[src/isv_defines.svh]
`ifndef ISV_DEFINES_SVH
`define ISV_DEFINES_SVH

// Fixed vector entries, 20-bit addresses
`define ISV_VEC_UND 20'hFFFDC
`define ISV_VEC_OVF 20'hFFFE0
`define ISV_VEC_BRK 20'hFFFE4
`define ISV_VEC_AMATCH 20'hFFFE8
`define ISV_VEC_STEP 20'hFFFEC
`define ISV_VEC_WDT 20'hFFFF0
`define ISV_VEC_DBG 20'hFFFF4
`define ISV_VEC_NMI 20'hFFFF8
`define ISV_VEC_RESET 20'hFFFFC
// Break entry value that redirects to the relocatable table
`define ISV_BRK_REDIRECT 8'hFF
// Relocatable entry numbers of the break redirect and the pin-driven sources
`define ISV_NUM_BRK 6'h00
`define ISV_NUM_KEY 5'h0D
`define ISV_NUM_EXT3 5'h04
`define ISV_NUM_EXT4 5'h18
`define ISV_NUM_EXT5 5'h19
`define ISV_NUM_EXT0 5'h1D
`define ISV_NUM_EXT1 5'h1E
`define ISV_NUM_EXT2 5'h1F
// Edge select encodings for external pins
`define ISV_EDGE_FALL 2'h0
`define ISV_EDGE_RISE 2'h1
`define ISV_EDGE_BOTH 2'h2
`endif

[src/isv_pkg.sv]
package isv_pkg;
  // Acceptance sequencer, Gray along idle-fetch-relocate-branch
  typedef enum logic [1:0] {
    ST_IDLE = 2'b00,
    ST_FETCH = 2'b01,
    ST_RELOC = 2'b11,
    ST_BRANCH = 2'b10
  } isv_state_type;
  // Source being served
  typedef enum logic [3:0] {
    SRC_RESET = 4'h0,
    SRC_UND = 4'h1,
    SRC_OVF = 4'h2,
    SRC_BRK = 4'h3,
    SRC_TRAP = 4'h4,
    SRC_NMI = 4'h5,
    SRC_DBG = 4'h6,
    SRC_WDT = 4'h7,
    SRC_STEP = 4'h8,
    SRC_AMATCH = 4'h9,
    SRC_PERIPH = 4'hA,
    SRC_NONE = 4'hF
  } isv_src_type;
endpackage

[src/isv_edge_sync.sv]
`include "isv_defines.svh"
module isv_edge_sync #(
  parameter int WIDTH = 1
) (
  input wire logic clk_i,
  input wire logic reset_n_i,
  input wire logic [WIDTH-1:0] pin_i,
  input wire logic [WIDTH-1:0] rise_en_i,
  input wire logic [WIDTH-1:0] fall_en_i,
  output logic [WIDTH-1:0] level_o,
  output logic [WIDTH-1:0] edge_o
);
  import isv_pkg::*;
  logic [WIDTH-1:0] s1_q;
  logic [WIDTH-1:0] s2_q;
  logic [WIDTH-1:0] s3_q;
  logic [WIDTH-1:0] stable_q;
  logic [WIDTH-1:0] edge_q;

  if (WIDTH < 1) begin : g_chk
    $error("isv_edge_sync needs WIDTH of at least 1");
  end

  // Three-stage synchroniser; reset high since the pins idle high
  always_ff @(posedge clk_i or negedge reset_n_i) begin
    if (!reset_n_i) begin
      s1_q <= '1;
      s2_q <= '1;
      s3_q <= '1;
    end else begin
      s1_q <= pin_i;
      s2_q <= s1_q;
      s3_q <= s2_q;
    end
  end

  // Accept a new level only when stages two and three agree, filtering single glitches
  for (genvar b = 0; b < WIDTH; b++) begin : g_bit
    always_ff @(posedge clk_i or negedge reset_n_i) begin
      if (!reset_n_i) begin
        stable_q[b] <= 1'b1;
        edge_q[b] <= 1'b0;
      end else begin
        if (s2_q[b] == s3_q[b]) begin
          stable_q[b] <= s3_q[b];
        end
        edge_q[b] <= (s2_q[b] == s3_q[b]) && (s3_q[b] != stable_q[b]) &&
                     (s3_q[b] ? rise_en_i[b] : fall_en_i[b]);
      end
    end
  end

  assign level_o = stable_q;
  assign edge_o = edge_q;
endmodule

[src/isv_ctrl.sv]
`include "isv_defines.svh"
module isv_ctrl #(
  parameter int NUM_SRC = 32,
  parameter int KEY_WIDTH = 8,
  parameter int NEST_DEPTH = 8
) (
  input wire logic MCLK_I,
  input wire logic RESET_N_I,
  // Core flags and instruction events
  input wire logic CORE_READY_I,
  input wire logic UND_EXEC_I,
  input wire logic OVF_EXEC_I,
  input wire logic O_FLAG_I,
  input wire logic BRK_EXEC_I,
  input wire logic TRAP_EXEC_I,
  input wire logic [5:0] TRAP_NUM_I,
  input wire logic INSTR_DONE_I,
  input wire logic D_FLAG_I,
  input wire logic U_FLAG_I,
  input wire logic I_FLAG_I,
  input wire logic [2:0] IPL_I,
  input wire logic RETURN_I,
  input wire logic [19:0] NEXT_PC_I,
  input wire logic NEXT_PC_FIRST_I,
  // Special sources
  input wire logic NMI_N_I,
  input wire logic WDT_EXPIRE_I,
  input wire logic DEBUGGER_BREAK_IRQ_I,
  input wire logic ADDR_MATCH_EN_I,
  input wire logic [19:0] ADDR_MATCH_ADDR_I,
  // Maskable sources
  input wire logic [NUM_SRC-1:0] PERIPH_REQ_I,
  input wire logic [3*NUM_SRC-1:0] PRIO_I,
  input wire logic [KEY_WIDTH-1:0] KEY_INPUT_PIN_I,
  input wire logic KEY_BOTH_EDGES_I,
  input wire logic [5:0] EXT_IRQ_PIN_I,
  input wire logic [11:0] EXT_EDGE_SEL_I,
  input wire logic [19:0] VECTOR_TABLE_BASE_REG_I,
  // Vector read port
  output logic VEC_RD_O,
  output logic [19:0] VEC_RD_ADDR_O,
  input wire logic VEC_RD_ACK_I,
  input wire logic [31:0] VEC_RD_DATA_I,
  // Branch to routine
  output logic BRANCH_O,
  output logic [19:0] ROUTINE_ADDR_O,
  output isv_pkg::isv_src_type SRC_O,
  output logic [5:0] VEC_NUM_O,
  output logic U_CLEAR_O,
  output logic U_RESTORE_O,
  output logic U_RESTORE_VAL_O
);
  import isv_pkg::*;

  localparam int EXT_N = 6;

  if (NUM_SRC != 32 || KEY_WIDTH < 1 || NEST_DEPTH < 1) begin : g_chk
    $error("isv_ctrl needs NUM_SRC 32, KEY_WIDTH and NEST_DEPTH at least 1");
  end

  isv_state_type state_q;
  isv_src_type src_q;
  isv_src_type pick;
  logic reset_pend_q;
  logic und_pend_q;
  logic ovf_pend_q;
  logic brk_pend_q;
  logic trap_pend_q;
  logic [5:0] trap_num_q;
  logic nmi_pend_q;
  logic dbg_pend_q;
  logic wdt_pend_q;
  logic step_pend_q;
  logic amatch_pend_q;
  logic [NUM_SRC-1:0] pend_q;
  logic [NUM_SRC-1:0] pin_set;
  logic [5:0] num_q;
  logic [19:0] rd_addr_q;
  logic [19:0] routine_q;
  logic branch_q;
  logic u_clear_q;
  logic u_restore_q;
  logic u_restore_val_q;
  logic [NEST_DEPTH-1:0] u_stack_q;
  logic start;
  logic mask_hit;
  logic [4:0] mask_num;
  logic [2:0] best_lvl;
  logic [KEY_WIDTH-1:0] key_edge;
  logic [EXT_N-1:0] ext_edge;
  logic [EXT_N-1:0] ext_rise;
  logic [EXT_N-1:0] ext_fall;
  logic nmi_edge;

  // Key inputs: falling always, rising too when both edges selected
  isv_edge_sync #(
    .WIDTH(KEY_WIDTH)
  ) u_key_sync (
    .clk_i(MCLK_I),
    .reset_n_i(RESET_N_I),
    .pin_i(KEY_INPUT_PIN_I),
    .rise_en_i({KEY_WIDTH{KEY_BOTH_EDGES_I}}),
    .fall_en_i({KEY_WIDTH{1'b1}}),
    .level_o(),
    .edge_o(key_edge)
  );

  // Per-pin edge selection for the external interrupt pins
  for (genvar e = 0; e < EXT_N; e++) begin : g_ext
    assign ext_rise[e] = (EXT_EDGE_SEL_I[2*e +: 2] == `ISV_EDGE_RISE) ||
                         (EXT_EDGE_SEL_I[2*e +: 2] == `ISV_EDGE_BOTH);
    assign ext_fall[e] = (EXT_EDGE_SEL_I[2*e +: 2] == `ISV_EDGE_FALL) ||
                         (EXT_EDGE_SEL_I[2*e +: 2] == `ISV_EDGE_BOTH);
  end

  isv_edge_sync #(
    .WIDTH(EXT_N)
  ) u_ext_sync (
    .clk_i(MCLK_I),
    .reset_n_i(RESET_N_I),
    .pin_i(EXT_IRQ_PIN_I),
    .rise_en_i(ext_rise),
    .fall_en_i(ext_fall),
    .level_o(),
    .edge_o(ext_edge)
  );

  // Non-maskable pin; its fall to low raises one request
  isv_edge_sync #(
    .WIDTH(1)
  ) u_nmi_sync (
    .clk_i(MCLK_I),
    .reset_n_i(RESET_N_I),
    .pin_i(NMI_N_I),
    .rise_en_i(1'b0),
    .fall_en_i(1'b1),
    .level_o(),
    .edge_o(nmi_edge)
  );

  // Pin-driven requests folded onto their shared table numbers
  always_comb begin
    pin_set = '0;
    pin_set[`ISV_NUM_KEY] = |key_edge;
    pin_set[`ISV_NUM_EXT0] = ext_edge[0];
    pin_set[`ISV_NUM_EXT1] = ext_edge[1];
    pin_set[`ISV_NUM_EXT2] = ext_edge[2];
    pin_set[`ISV_NUM_EXT3] = ext_edge[3];
    pin_set[`ISV_NUM_EXT4] = ext_edge[4];
    pin_set[`ISV_NUM_EXT5] = ext_edge[5];
  end

  // Maskable pick: highest level above IPL, lowest number on ties
  always_comb begin
    mask_hit = 1'b0;
    mask_num = 5'h00;
    best_lvl = 3'h0;
    for (int n = 0; n < NUM_SRC; n++) begin
      if (pend_q[n] && PRIO_I[3*n +: 3] > IPL_I && (!mask_hit || PRIO_I[3*n +: 3] > best_lvl)) begin
        mask_hit = 1'b1;
        mask_num = 5'(n);
        best_lvl = PRIO_I[3*n +: 3];
      end
    end
    mask_hit = mask_hit && I_FLAG_I;
  end

  // Fixed order; every non-maskable source beats maskable ones
  always_comb begin
    if (reset_pend_q) begin
      pick = SRC_RESET;
    end else if (und_pend_q) begin
      pick = SRC_UND;
    end else if (ovf_pend_q) begin
      pick = SRC_OVF;
    end else if (brk_pend_q) begin
      pick = SRC_BRK;
    end else if (trap_pend_q) begin
      pick = SRC_TRAP;
    end else if (nmi_pend_q) begin
      pick = SRC_NMI;
    end else if (dbg_pend_q) begin
      pick = SRC_DBG;
    end else if (wdt_pend_q) begin
      pick = SRC_WDT;
    end else if (amatch_pend_q) begin
      pick = SRC_AMATCH;
    end else if (step_pend_q) begin
      pick = SRC_STEP;
    end else if (mask_hit) begin
      pick = SRC_PERIPH;
    end else begin
      pick = SRC_NONE;
    end
  end

  // Reset is served without waiting for the core
  assign start = (state_q == ST_IDLE) && (pick != SRC_NONE) && (CORE_READY_I || pick == SRC_RESET);

  // Instruction-triggered requests; a new event beats the clear on acceptance
  always_ff @(posedge MCLK_I or negedge RESET_N_I) begin
    if (!RESET_N_I) begin
      und_pend_q <= 1'b0;
      ovf_pend_q <= 1'b0;
      brk_pend_q <= 1'b0;
      trap_pend_q <= 1'b0;
      trap_num_q <= 6'h00;
    end else begin
      und_pend_q <= UND_EXEC_I || (und_pend_q && !(start && pick == SRC_UND));
      ovf_pend_q <= (OVF_EXEC_I && O_FLAG_I) || (ovf_pend_q && !(start && pick == SRC_OVF));
      brk_pend_q <= BRK_EXEC_I || (brk_pend_q && !(start && pick == SRC_BRK));
      trap_pend_q <= TRAP_EXEC_I || (trap_pend_q && !(start && pick == SRC_TRAP));
      if (TRAP_EXEC_I) begin
        trap_num_q <= TRAP_NUM_I;
      end
    end
  end

  // Special non-maskable requests; reset request stands from reset onward
  always_ff @(posedge MCLK_I or negedge RESET_N_I) begin
    if (!RESET_N_I) begin
      reset_pend_q <= 1'b1;
      nmi_pend_q <= 1'b0;
      dbg_pend_q <= 1'b0;
      wdt_pend_q <= 1'b0;
      step_pend_q <= 1'b0;
      amatch_pend_q <= 1'b0;
    end else begin
      reset_pend_q <= reset_pend_q && !(start && pick == SRC_RESET);
      nmi_pend_q <= nmi_edge || (nmi_pend_q && !(start && pick == SRC_NMI));
      dbg_pend_q <= DEBUGGER_BREAK_IRQ_I || (dbg_pend_q && !(start && pick == SRC_DBG));
      wdt_pend_q <= WDT_EXPIRE_I || (wdt_pend_q && !(start && pick == SRC_WDT));
      step_pend_q <= (INSTR_DONE_I && D_FLAG_I) || (step_pend_q && !(start && pick == SRC_STEP));
      // Only an instruction boundary can match, so mid-instruction bytes never fire
      amatch_pend_q <= (ADDR_MATCH_EN_I && NEXT_PC_FIRST_I && NEXT_PC_I == ADDR_MATCH_ADDR_I) ||
                       (amatch_pend_q && !(start && pick == SRC_AMATCH));
    end
  end

  // Maskable request latches; set beats the clear of the accepted one
  always_ff @(posedge MCLK_I or negedge RESET_N_I) begin
    if (!RESET_N_I) begin
      pend_q <= '0;
    end else begin
      for (int n = 0; n < NUM_SRC; n++) begin
        pend_q[n] <= PERIPH_REQ_I[n] || pin_set[n] ||
                     (pend_q[n] && !(start && pick == SRC_PERIPH && mask_num == 5'(n)));
      end
    end
  end

  // Source and table number of the accepted request
  always_ff @(posedge MCLK_I or negedge RESET_N_I) begin
    if (!RESET_N_I) begin
      src_q <= SRC_NONE;
      num_q <= 6'h00;
    end else if (start) begin
      src_q <= pick;
      num_q <= (pick == SRC_TRAP) ? trap_num_q : {1'b0, mask_num};
    end
  end

  // Sequencer: fetch entry, maybe relocate for break, then branch
  always_ff @(posedge MCLK_I or negedge RESET_N_I) begin
    if (!RESET_N_I) begin
      state_q <= ST_IDLE;
      rd_addr_q <= 20'h00000;
      routine_q <= 20'h00000;
    end else begin
      case (state_q)
        ST_IDLE: begin
          if (start) begin
            state_q <= ST_FETCH;
            if (pick == SRC_TRAP || pick == SRC_PERIPH) begin
              // Relocatable entry: base plus four times the number, within 256 bytes
              rd_addr_q <= VECTOR_TABLE_BASE_REG_I +
                           {12'h000, (pick == SRC_TRAP) ? trap_num_q : {1'b0, mask_num}, 2'b00};
            end else begin
              rd_addr_q <= vec_of(pick);
            end
          end
        end
        ST_FETCH: begin
          if (VEC_RD_ACK_I) begin
            if (src_q == SRC_BRK && VEC_RD_DATA_I[7:0] == `ISV_BRK_REDIRECT) begin
              state_q <= ST_RELOC;
              rd_addr_q <= VECTOR_TABLE_BASE_REG_I + {12'h000, `ISV_NUM_BRK, 2'b00};
            end else begin
              state_q <= ST_BRANCH;
              routine_q <= VEC_RD_DATA_I[19:0];
            end
          end
        end
        ST_RELOC: begin
          if (VEC_RD_ACK_I) begin
            state_q <= ST_BRANCH;
            routine_q <= VEC_RD_DATA_I[19:0];
          end
        end
        ST_BRANCH: begin
          state_q <= ST_IDLE;
        end
        default: begin
          state_q <= ST_IDLE;
        end
      endcase
    end
  end

  // Fixed table entry of each non-maskable source other than trap, used as the read address
  function automatic logic [19:0] vec_of(input isv_src_type s);
    case (s)
      SRC_RESET: vec_of = `ISV_VEC_RESET;
      SRC_UND: vec_of = `ISV_VEC_UND;
      SRC_OVF: vec_of = `ISV_VEC_OVF;
      SRC_BRK: vec_of = `ISV_VEC_BRK;
      SRC_NMI: vec_of = `ISV_VEC_NMI;
      SRC_DBG: vec_of = `ISV_VEC_DBG;
      SRC_WDT: vec_of = `ISV_VEC_WDT;
      SRC_STEP: vec_of = `ISV_VEC_STEP;
      SRC_AMATCH: vec_of = `ISV_VEC_AMATCH;
      default: vec_of = 20'h00000;
    endcase
  endfunction

  // Branch strobe and stack-select handling, one pulse per acceptance except stack select on traps 32..63
  always_ff @(posedge MCLK_I or negedge RESET_N_I) begin
    if (!RESET_N_I) begin
      branch_q <= 1'b0;
      u_clear_q <= 1'b0;
    end else begin
      branch_q <= (state_q == ST_FETCH || state_q == ST_RELOC) && VEC_RD_ACK_I &&
                  !(state_q == ST_FETCH && src_q == SRC_BRK && VEC_RD_DATA_I[7:0] == `ISV_BRK_REDIRECT);
      // Traps 32..63 keep the current stack pointer
      u_clear_q <= start && !(pick == SRC_TRAP && trap_num_q[5]);
    end
  end

  // Saved stack-select flags; nesting beyond the depth loses the oldest entry
  always_ff @(posedge MCLK_I or negedge RESET_N_I) begin
    if (!RESET_N_I) begin
      u_stack_q <= '0;
      u_restore_q <= 1'b0;
      u_restore_val_q <= 1'b0;
    end else begin
      u_restore_q <= RETURN_I;
      if (RETURN_I) begin
        u_restore_val_q <= u_stack_q[0];
      end
      if (start) begin
        u_stack_q <= NEST_DEPTH'({u_stack_q, U_FLAG_I});
      end else if (RETURN_I) begin
        u_stack_q <= u_stack_q >> 1;
      end
    end
  end

  assign VEC_RD_O = (state_q == ST_FETCH) || (state_q == ST_RELOC);
  assign VEC_RD_ADDR_O = rd_addr_q;
  assign BRANCH_O = branch_q;
  assign ROUTINE_ADDR_O = routine_q;
  assign SRC_O = src_q;
  assign VEC_NUM_O = num_q;
  assign U_CLEAR_O = u_clear_q;
  assign U_RESTORE_O = u_restore_q;
  assign U_RESTORE_VAL_O = u_restore_val_q;
endmodule

[config.mk]
export PLATFORM = sky130hd
export DESIGN_NAME = isv_ctrl
export DESIGN_NICKNAME = d
export VERILOG_FILES = /design/src/isv_pkg.sv /design/src/isv_edge_sync.sv /design/src/isv_ctrl.sv
export VERILOG_INCLUDE_DIRS = /design/src
export SDC_FILE = /design/constraint.sdc
export NUM_CORES = 1
export LEC_CHECK = 0
export ABC_AREA = 1
export BUFFER_PORTS_ARGS = -buffer_cell sky130_fd_sc_hd__buf_4
export CAP_MARGIN = 20
export CORE_ASPECT_RATIO = 1.5
export CORE_MARGIN = 1.5
export CORE_UTILIZATION = 42
export CTS_CLUSTER_DIAMETER = 80
export DETAILED_ROUTE_END_ITERATION = 7
export PLACE_DENSITY = 0.75
export SKIP_CTS_REPAIR_TIMING = 1
export SYNTH_ARGS = -nofsm -noshare
export SYNTH_HDL_FRONTEND = slang
export SYNTH_SLANG_ARGS = --single-unit
[constraint.sdc]
create_clock -name MCLK_I -period 31.9 [get_ports MCLK_I]
set_input_delay 4.785 -clock MCLK_I [delete_from_list [all_inputs] [get_ports MCLK_I]]
set_output_delay 4.785 -clock MCLK_I [all_outputs]
set_load 0.01 [all_outputs]
==> flow_summary.ini, run 1 <==
[drt]
drt_iter0_drc = 699
drcViolationCount = 0
viasPerCell = 5.20
ant_nets = 0
drt-total-wl_um = 45800
wire_per_inst_um = 15.7
dr.pass1.iters = 5
vias = 15200

[synth]
synth_edf_count = 0
synthFlopType = dfrtp_1
avgSynthCellArea_sq_um = 7.49
postSynth.asyncResetShare = 1.00
syn_area_sq_um = 14500
syn_nets = 2381
netlist_top_cells_count = nand2_1, inv_1, o21ai_0
synthCells = 1933
yosysTopAreaCell = dfrtp_1
ys_ff_latch = 187
seq_area_frac_synth = 0.329
yosysWarnings = 0
yosysTopAreaCellShare = 0.211
synth_area_leaders = dfrtp_1, ha_1, nand2_1
yosysMostFrequentCell = nand2_1
ys_types = 52

[timing]
fin_setup_tns_ns = -280.79
finalHoldViolations = 0
fmaxAchievable_ghz = 0.0263
report.final.slew_viol_count = 0
relSlewSlack = 0.355
rsz0062_at_grt = true
tightest_slew_ns = 0.968
clock_skew_ns = 0.0136
period_share = 1.19
post-route-min-period_ns = 38.07
finalWorstSetupSlack_ns = -6.17
finalSetupViolations = 55

[global_route]
antenna_found_initial = 3
grt_pass1_vias = 15100
grt_usage = 0.247
grt_pass1_wl_um = 70000
grt_start_max_net_pins = 121
grt-ovfl-total = 0

[place]
dpl.hpwl_um = 34900
port_buffers = 317
gp_congestion = 0.929

[setup_path]
cpMostUsedCell = nand2_2
path_max_fanout = 7
cpPeakStageDelay_ns = 0.35
crit_slowest_cell = ha_1
r2r_slack_ns = -1.68
critPathRequiredTime_ns = 32.28
r2r_start = pend_q[0]
r2r_cells = 307
r2r-end = VEC_RD_ADDR_O[19]
cp-start-kind = primary input
endpoint_kind = register
path_class = primary input to register
cp.arrival_ns = 38.45

[finish]
nets = 2933
seq_area_sq_um = 4760
fillers = 2908
drive_gt1_frac = 0.410
syn2layout_area_growth_pct = 45.6
multiInputGateArea_sq_um = 9880

[floorplanning]
die_h_um = 230
coreArea_sq_um = 34100
floorplan.die_area_sq_um = 35600
io_pins = 330
fp.dieW_um = 155
rows = 83
start_util = 0.425

[clock_network]
cts.sink_count = 187
cts-buffers-inserted = 17
path_clk_slew_ns = 0.07
htree_levels = 4
cts_tree = built
cts.path.max_buffers = 2
cts_root_buf = clkbuf_16
worstSkewPairLatency_ns = 0.46

[min_path]
worstHoldPathType = register to register
hold_depth = 0
holdPathEnd = u_key_sync.s2_q[3]
min-delay-start = u_key_sync.s1_q[3]

[job]
maxCapViolCount = 0

[outcome]
outcome = finished with violations
failed_checks = setup timing
==> per-layer routing <==
metal / global-route usage / up-vias / part of all wire
li1: - / 7494 / -
met1: 0.244 / 7192 / 0.36
met2: 0.481 / 424 / 0.54
met3: 0.0543 / 103 / 0.059
met4: 0.115 / 2 / 0.037
met5: 0 / - / 0.00037
==> cells by family (layout without fill, tap and decap cells) <==
| logic type | after synthesis | after routing | synth area share |
|---|---|---|---|
| AND/OR/NAND/NOR | 924 | 924 | 0.292 |
| AO/OA/AOI/OAI | 333 | 333 | 0.131 |
| buffers and inverters | 282 | 847 | 0.0765 |
| flip-flops | 187 | 187 | 0.329 |
| adder cells (fa/ha/maj) | 174 | 174 | 0.151 |
| XOR/XNOR | 30 | 30 | 0.0182 |
| multiplexers | 3 | 3 | 0.00207 |
| other | 0 | 2 | 0 |
==> cells in the final DEF, fill, tap and decap left out, drive strengths merged <==
cell,count
a21oi,59
nor4,7
maj3,1
a22oi,1
nor2,162
xnor2,12
nor3,16
a21o,3
mux2i,3
diode,2
o21ai,199
nand4,19
o211ai,19
inv,263
fa,1
o221ai,5
a32oi,1
o31ai,2
and3,2
dfrtp,122
or2,16
nand3,135
nand2,558
o22ai,2
and2,2
o21bai,4
ha,172
xor2,18
clkbuf,20
o311ai,2
nor3b,4
dfstp,65
o211a,6
o22a,4
a211oi,21
a31oi,5
clkinvlp,2
nand3b,3
buf,553
clkinv,9
==> registers in the layout (all words and copies together), names as in the netlist, 6 cells and up <==
name                cells
VEC_NUM_O               6
u_stack_q               8
u_ext_sync.edge_o       6
u_key_sync.s1_q         8
u_key_sync.s3_q         8
u_key_sync.s2_q         8
u_key_sync.level_o      8
VEC_RD_ADDR_O          20
u_ext_sync.s3_q         6
pend_q                 32
u_ext_sync.level_o      6
ROUTINE_ADDR_O         20
u_ext_sync.s1_q         6
u_key_sync.edge_o       8
u_ext_sync.s2_q         6
trap_num_q              6
==> final cells by class <==
type / instances / share of cell area
Sequential cell: 187 / 0.226
Clock inverter: 14 / 0.00808
Antenna cell: 2 / 0.000238
Timing Repair Buffer: 555 / 0.203
Tap cell: 425 / 0.0252
Clock buffer: 18 / 0.0208
Multi-Input combinational cell: 1464 / 0.469
Inverter: 260 / 0.0471
==> metrics by stage <==
| stage | hold slack, ns | utilization | instance area (sq um) | worst slack (ns) | cells |
|---|---|---|---|---|---|
| floorplan | 0.345 | - | 14900 | -4.67 | 1933 |
| global placement | 0.346 | 0.559 | 19000 | -4.93 | 2828 |
| detailed placement | 0.347 | 0.559 | 19000 | -6.80 | 2828 |
| CTS | 0.358 | 0.576 | 19600 | -6.45 | 2860 |
| global route | 0.359 | 0.619 | 21100 | -8.95 | 2925 |
| finish | 0.356 | 0.619 | 21100 | -6.17 | 2925 |
==> how the worst max path moves through the flow <==
stage                         to  slack (ns)  cells past startpoint      from
2_1_floorplan  VEC_RD_ADDR_O[19]       -4.67                    312  IPL_I[2]
3_3_place_gp   VEC_RD_ADDR_O[17]       -4.93                    306  IPL_I[1]
3_5_place_dp   VEC_RD_ADDR_O[19]       -6.80                    297  IPL_I[2]
4_1_cts        VEC_RD_ADDR_O[19]       -6.45                    296  IPL_I[2]
5_1_grt        VEC_RD_ADDR_O[19]       -8.95                    312  IPL_I[2]
6_report       VEC_RD_ADDR_O[19]       -6.17                    312  IPL_I[2]
==> critical path: cells and delay by family <==
| family | cells | cell delay, ns |
|---|---|---|
| AND/OR/NAND/NOR | 156 | 13.47 |
| adder cells (fa/ha/maj) | 33 | 9.30 |
| AO/OA/AOI/OAI | 84 | 8.58 |
| buffers and inverters | 38 | 2.07 |
| XOR/XNOR | 1 | 0.17 |
Power of run 1 is not shown: default switching activity piles up to over one toggle a cycle in this logic, so the estimate is an artifact.
==> run 2, diff against run 1 <==
CORE_ASPECT_RATIO = 0.5   (was 1.5)
==> flow_summary.ini, run 2 (synthesis gave the netlist of run 1 again) <==
[drt]
wire_per_inst_um = 15.1
drt_iter0_drc = 778
vias = 14900
dr.pass1.iters = 6
drt-total-wl_um = 44600
ant_nets = 0
drcViolationCount = 0
viasPerCell = 5.04

[floorplanning]
fp.dieW_um = 266
rows = 47
start_util = 0.432
io_pins = 330
die_h_um = 134
floorplan.die_area_sq_um = 35700
coreArea_sq_um = 33500

[finish]
post-route-util = 0.635
final_common_cell = buf_4
multiInputGateArea_sq_um = 9990
nets = 2944
final_cell_mix = buf_4, nand2_1, inv_1
seq_area_sq_um = 4760
largest_reg_flops = 32
top_register = pend_q
drive_gt1_frac = 0.418
syn2layout_area_growth_pct = 47.0
fillers = 2797
fin_cells = 2952

[place]
dpl.hpwl_um = 33400
placedCellCount = 2854
port_buffers = 317
place_ws_ns = -6.54
gp_congestion = 0.872

[timing]
rsz0062_at_grt = true
finalWorstSetupSlack_ns = -6.18
report.final.slew_viol_count = 0
period_share = 1.19
clock_skew_ns = 0.0154
fmaxAchievable_ghz = 0.0263
tightest_slew_ns = 0.928
relSlewSlack = 0.380
finalHoldViolations = 0
finalSetupViolations = 55
post-route-min-period_ns = 38.08

[global_route]
grt_pass1_wl_um = 67400
grt-ovfl-total = 0
antenna_found_initial = 2
grt_pass1_vias = 14000
grt_start_max_net_pins = 115
grt_usage = 0.234

[clock_network]
cts_tree = built
cts.path.max_buffers = 2
cts_root_buf = clkbuf_16
path_clk_slew_ns = 0.08
cts-buffers-inserted = 17
worstSkewPairLatency_ns = 0.44
cts.sink_count = 187
htree_levels = 4

[setup_path]
path_class = primary input to register
crit_slowest_cell = ha_1
r2r_slack_ns = -1.72
cp.arrival_ns = 38.40
cp-startpoint = IPL_I[2]
cp-start-kind = primary input
r2r_cells = 305
cpMostUsedCell = nand2_2
path_max_fanout = 7
endpoint_kind = register
cpPeakStageDelay_ns = 0.30
critPathRequiredTime_ns = 32.22
r2r-end = VEC_RD_ADDR_O[17]
r2r_start = pend_q[0]
crit_end = VEC_RD_ADDR_O[17]

[outcome]
outcome = finished with violations
failed_checks = setup timing

[min_path]
worstHoldPathType = register to register

[job]
maxCapViolCount = 0
==> run 2: critical path, delay by kind of cell <==
| kind | cells | cell delay (ns) |
|---|---|---|
| AND/OR/NAND/NOR | 153 | 13.70 |
| adder cells (fa/ha/maj) | 33 | 8.94 |
| AO/OA/AOI/OAI | 86 | 8.90 |
| buffers and inverters | 38 | 1.98 |
==> run 2: worst min-delay path by stage <==
| stage | start | to | slack (ns) | cells after the start |
|---|---|---|---|---|
| finish | u_key_sync.s1_q[4] | u_key_sync.s2_q[4] | 0.35 | 0 |
| global route | u_key_sync.s1_q[4] | u_key_sync.s2_q[4] | 0.36 | 0 |
| CTS | u_key_sync.s1_q[4] | u_key_sync.s2_q[4] | 0.35 | 0 |
| detailed placement | u_ext_sync.s1_q[1] | u_ext_sync.s2_q[1] | 0.35 | 0 |
| global placement | u_ext_sync.s1_q[1] | u_ext_sync.s2_q[1] | 0.35 | 0 |
| floorplan | u_ext_sync.s1_q[0] | u_ext_sync.s2_q[0] | 0.35 | 0 |
==> run 2: cell type report <==
class / count / area share
Multi-Input combinational cell: 1464 / 0.470
Sequential cell: 187 / 0.224
Tap cell: 441 / 0.0259
Timing Repair Buffer: 566 / 0.205
Clock inverter: 14 / 0.00788
Antenna cell: 2 / 0.000235
Clock buffer: 18 / 0.0206
Inverter: 260 / 0.0467
==> run 2: per-layer routing <==
metal / part of all wire / vias to the layer above / global-route usage
met5: 0 / - / 0
met4: 0.030 / 0 / 0.0848
met3: 0.040 / 81 / 0.0376
met2: 0.50 / 329 / 0.419
met1: 0.43 / 6934 / 0.285
li1: - / 7526 / -
==> run 2: through the flow <==
step           setup TNS, ns  area (sq um)  hold slack, ns
2_1_floorplan        -183.56         14900           0.345
3_3_place_gp         -232.32         19100           0.346
3_5_place_dp         -288.99         19100           0.347
4_1_cts              -275.12         19700           0.352
5_1_grt              -408.31         21300           0.357
6_report             -281.55         21300           0.353
Power of run 2 is left out for the same reason.
==> run 3, diff against run 2 <==
ABC_AREA = default   (was 1)
==> flow_summary.ini, run 3 <==
[finish]
top_register = pend_q
largest_reg_flops = 32
drive_gt1_frac = 0.495
post-route-util = 0.667
nets = 2784
syn2layout_area_growth_pct = 55.7
final_common_cell = buf_4
final_cell_mix = buf_4, ha_1, dfrtp_1
finalInstanceArea_sq_um = 23100

[place]
placed_cell_area_sq_um = 20600
dpl.hpwl_um = 38400
place_ws_ns = -16.66
gp_congestion = 0.926
port_buffers = 317

[timing]
fin_setup_tns_ns = -839.09
report.final.slew_viol_count = 0
finalHoldViolations = 0
rsz0062_at_grt = true
tightest_slew_ns = 0.969
post-route-min-period_ns = 48.60
period_share = 1.52
clock_skew_ns = 0.0174
finalSetupViolations = 55
relSlewSlack = 0.349
fmaxAchievable_ghz = 0.0206
finalWorstSetupSlack_ns = -16.70

[synth]
synthFlopType = dfrtp_1
postSynth.asyncResetShare = 1.00
ys_ff_latch = 187
synth_edf_count = 0
seq_area_frac_synth = 0.322
syn_area_sq_um = 14800
netlist_top_cells_count = ha_1, a21oi_1, nor2_1
yosysWarnings = 0
yosysTopAreaCellShare = 0.206
synthCells = 1666
avgSynthCellArea_sq_um = 8.89
syn_nets = 2114
synth_area_leaders = dfrtp_1, ha_1, dfstp_2
yosysTopAreaCell = dfrtp_1
ys_types = 100
yosysMostFrequentCell = ha_1

[floorplanning]
fp.dieW_um = 269
floorplan.die_area_sq_um = 36500
start_util = 0.428
rows = 48
die_h_um = 136
io_pins = 330
coreArea_sq_um = 34600

[global_route]
grt_start_max_net_pins = 117
grt_usage = 0.267
grt_pass1_wl_um = 76800
grt-ovfl-total = 0
antenna_found_initial = 2
grt_pass1_vias = 15100

[clock_network]
cts.path.max_buffers = 2
cts_tree = built
cts.sink_count = 187
cts-buffers-inserted = 17
cts_root_buf = clkbuf_16
worstSkewPairLatency_ns = 0.46
path_clk_slew_ns = 0.08
htree_levels = 4

[drt]
drt_iter0_drc = 972
wire_per_inst_um = 18.7
drcViolationCount = 0
drt-total-wl_um = 52800
ant_nets = 0
vias = 15800
viasPerCell = 5.61
dr.pass1.iters = 8

[outcome]
outcome = finished with violations
failed_checks = setup timing

[setup_path]
endpoint_kind = register
cp_top_family = compound AO/OA/AOI/OAI gates
cpMostUsedCell = a21oi_2
path_class = primary input to register
cp.arrival_ns = 48.98
cp-start-kind = primary input
critPathRequiredTime_ns = 32.29
cpPeakStageDelay_ns = 0.56
crit_buf_inv = 22
crit_slowest_cell = or4_4
path_max_fanout = 6

[job]
maxCapViolCount = 0

[min_path]
worstHoldPathType = register to register
run 3: layout make-up:
type / instances / area (sq um)
Multi-Input combinational cell: 1311 / 11300
Antenna cell: 2 / 5.00
Fill cell: 2684 / 11500
Inverter: 131 / 504
Sequential cell: 187 / 4760
Tap cell: 475 / 594
Clock buffer: 17 / 425
Timing Repair Buffer: 688 / 5290
Clock inverter: 15 / 208
run 3: cells by family after synthesis:
kind of cell	synth area share
buf+inv	0.0435
fa+ha+maj	0.160
flops	0.322
xor+xnor	0.0183
compound gates	0.219
mux	0.0409
simple gates	0.197
run 3: worst paths after layout:
| check | from | to | slack, ns | cells past startpoint |
|---|---|---|---|---|
| setup / recovery | IPL_I[2] | VEC_RD_ADDR_O[17] | -16.70 | 263 |
| hold / removal | u_ext_sync.s1_q[5] | u_ext_sync.s2_q[5] | 0.36 | 0 |
| setup reg to reg | pend_q[0] | VEC_RD_ADDR_O[17] | -12.00 | 257 |
| hold reg to reg | u_ext_sync.s1_q[5] | u_ext_sync.s2_q[5] | 0.36 | 0 |
| max in group asynchronous | RESET_N_I | pend_q[19] | 25.96 | 2 |
| min in group asynchronous | RESET_N_I | BRANCH_O | 4.46 | 1 |
run 3: per-layer routing:
| metal | vias up | wire length, um | GRT usage |
|---|---|---|---|
| met1 | 7626 | 21300 | 0.331 |
| met3 | 156 | 2850 | 0.0420 |
| met2 | 584 | 26400 | 0.458 |
| met5 | - | 0 | 0 |
| met4 | 0 | 2290 | 0.124 |
| li1 | 7475 | - | - |
run 3: per-stage QoR:
stage / hold slack [ns] / instances
after floorplan: 0.345 / 1666
after global placement: 0.345 / 2727
after detailed placement: 0.347 / 2727
after CTS: 0.359 / 2759
after global routing: 0.356 / 2826
final: 0.358 / 2826
run 3: worst register-to-register path, delay by kind of cell (launching register included):
| kind | cells | cell delay [ns] |
|---|---|---|
| AND/OR/NAND/NOR | 57 | 9.55 |
| multiplexers | 5 | 1.63 |
| adder cells (fa/ha/maj) | 37 | 9.64 |
| buffers and inverters | 19 | 1.98 |
| AO/OA/AOI/OAI | 139 | 20.59 |
| flip-flops | 1 | 0.35 |
Power of run 3 is left out for the same reason.
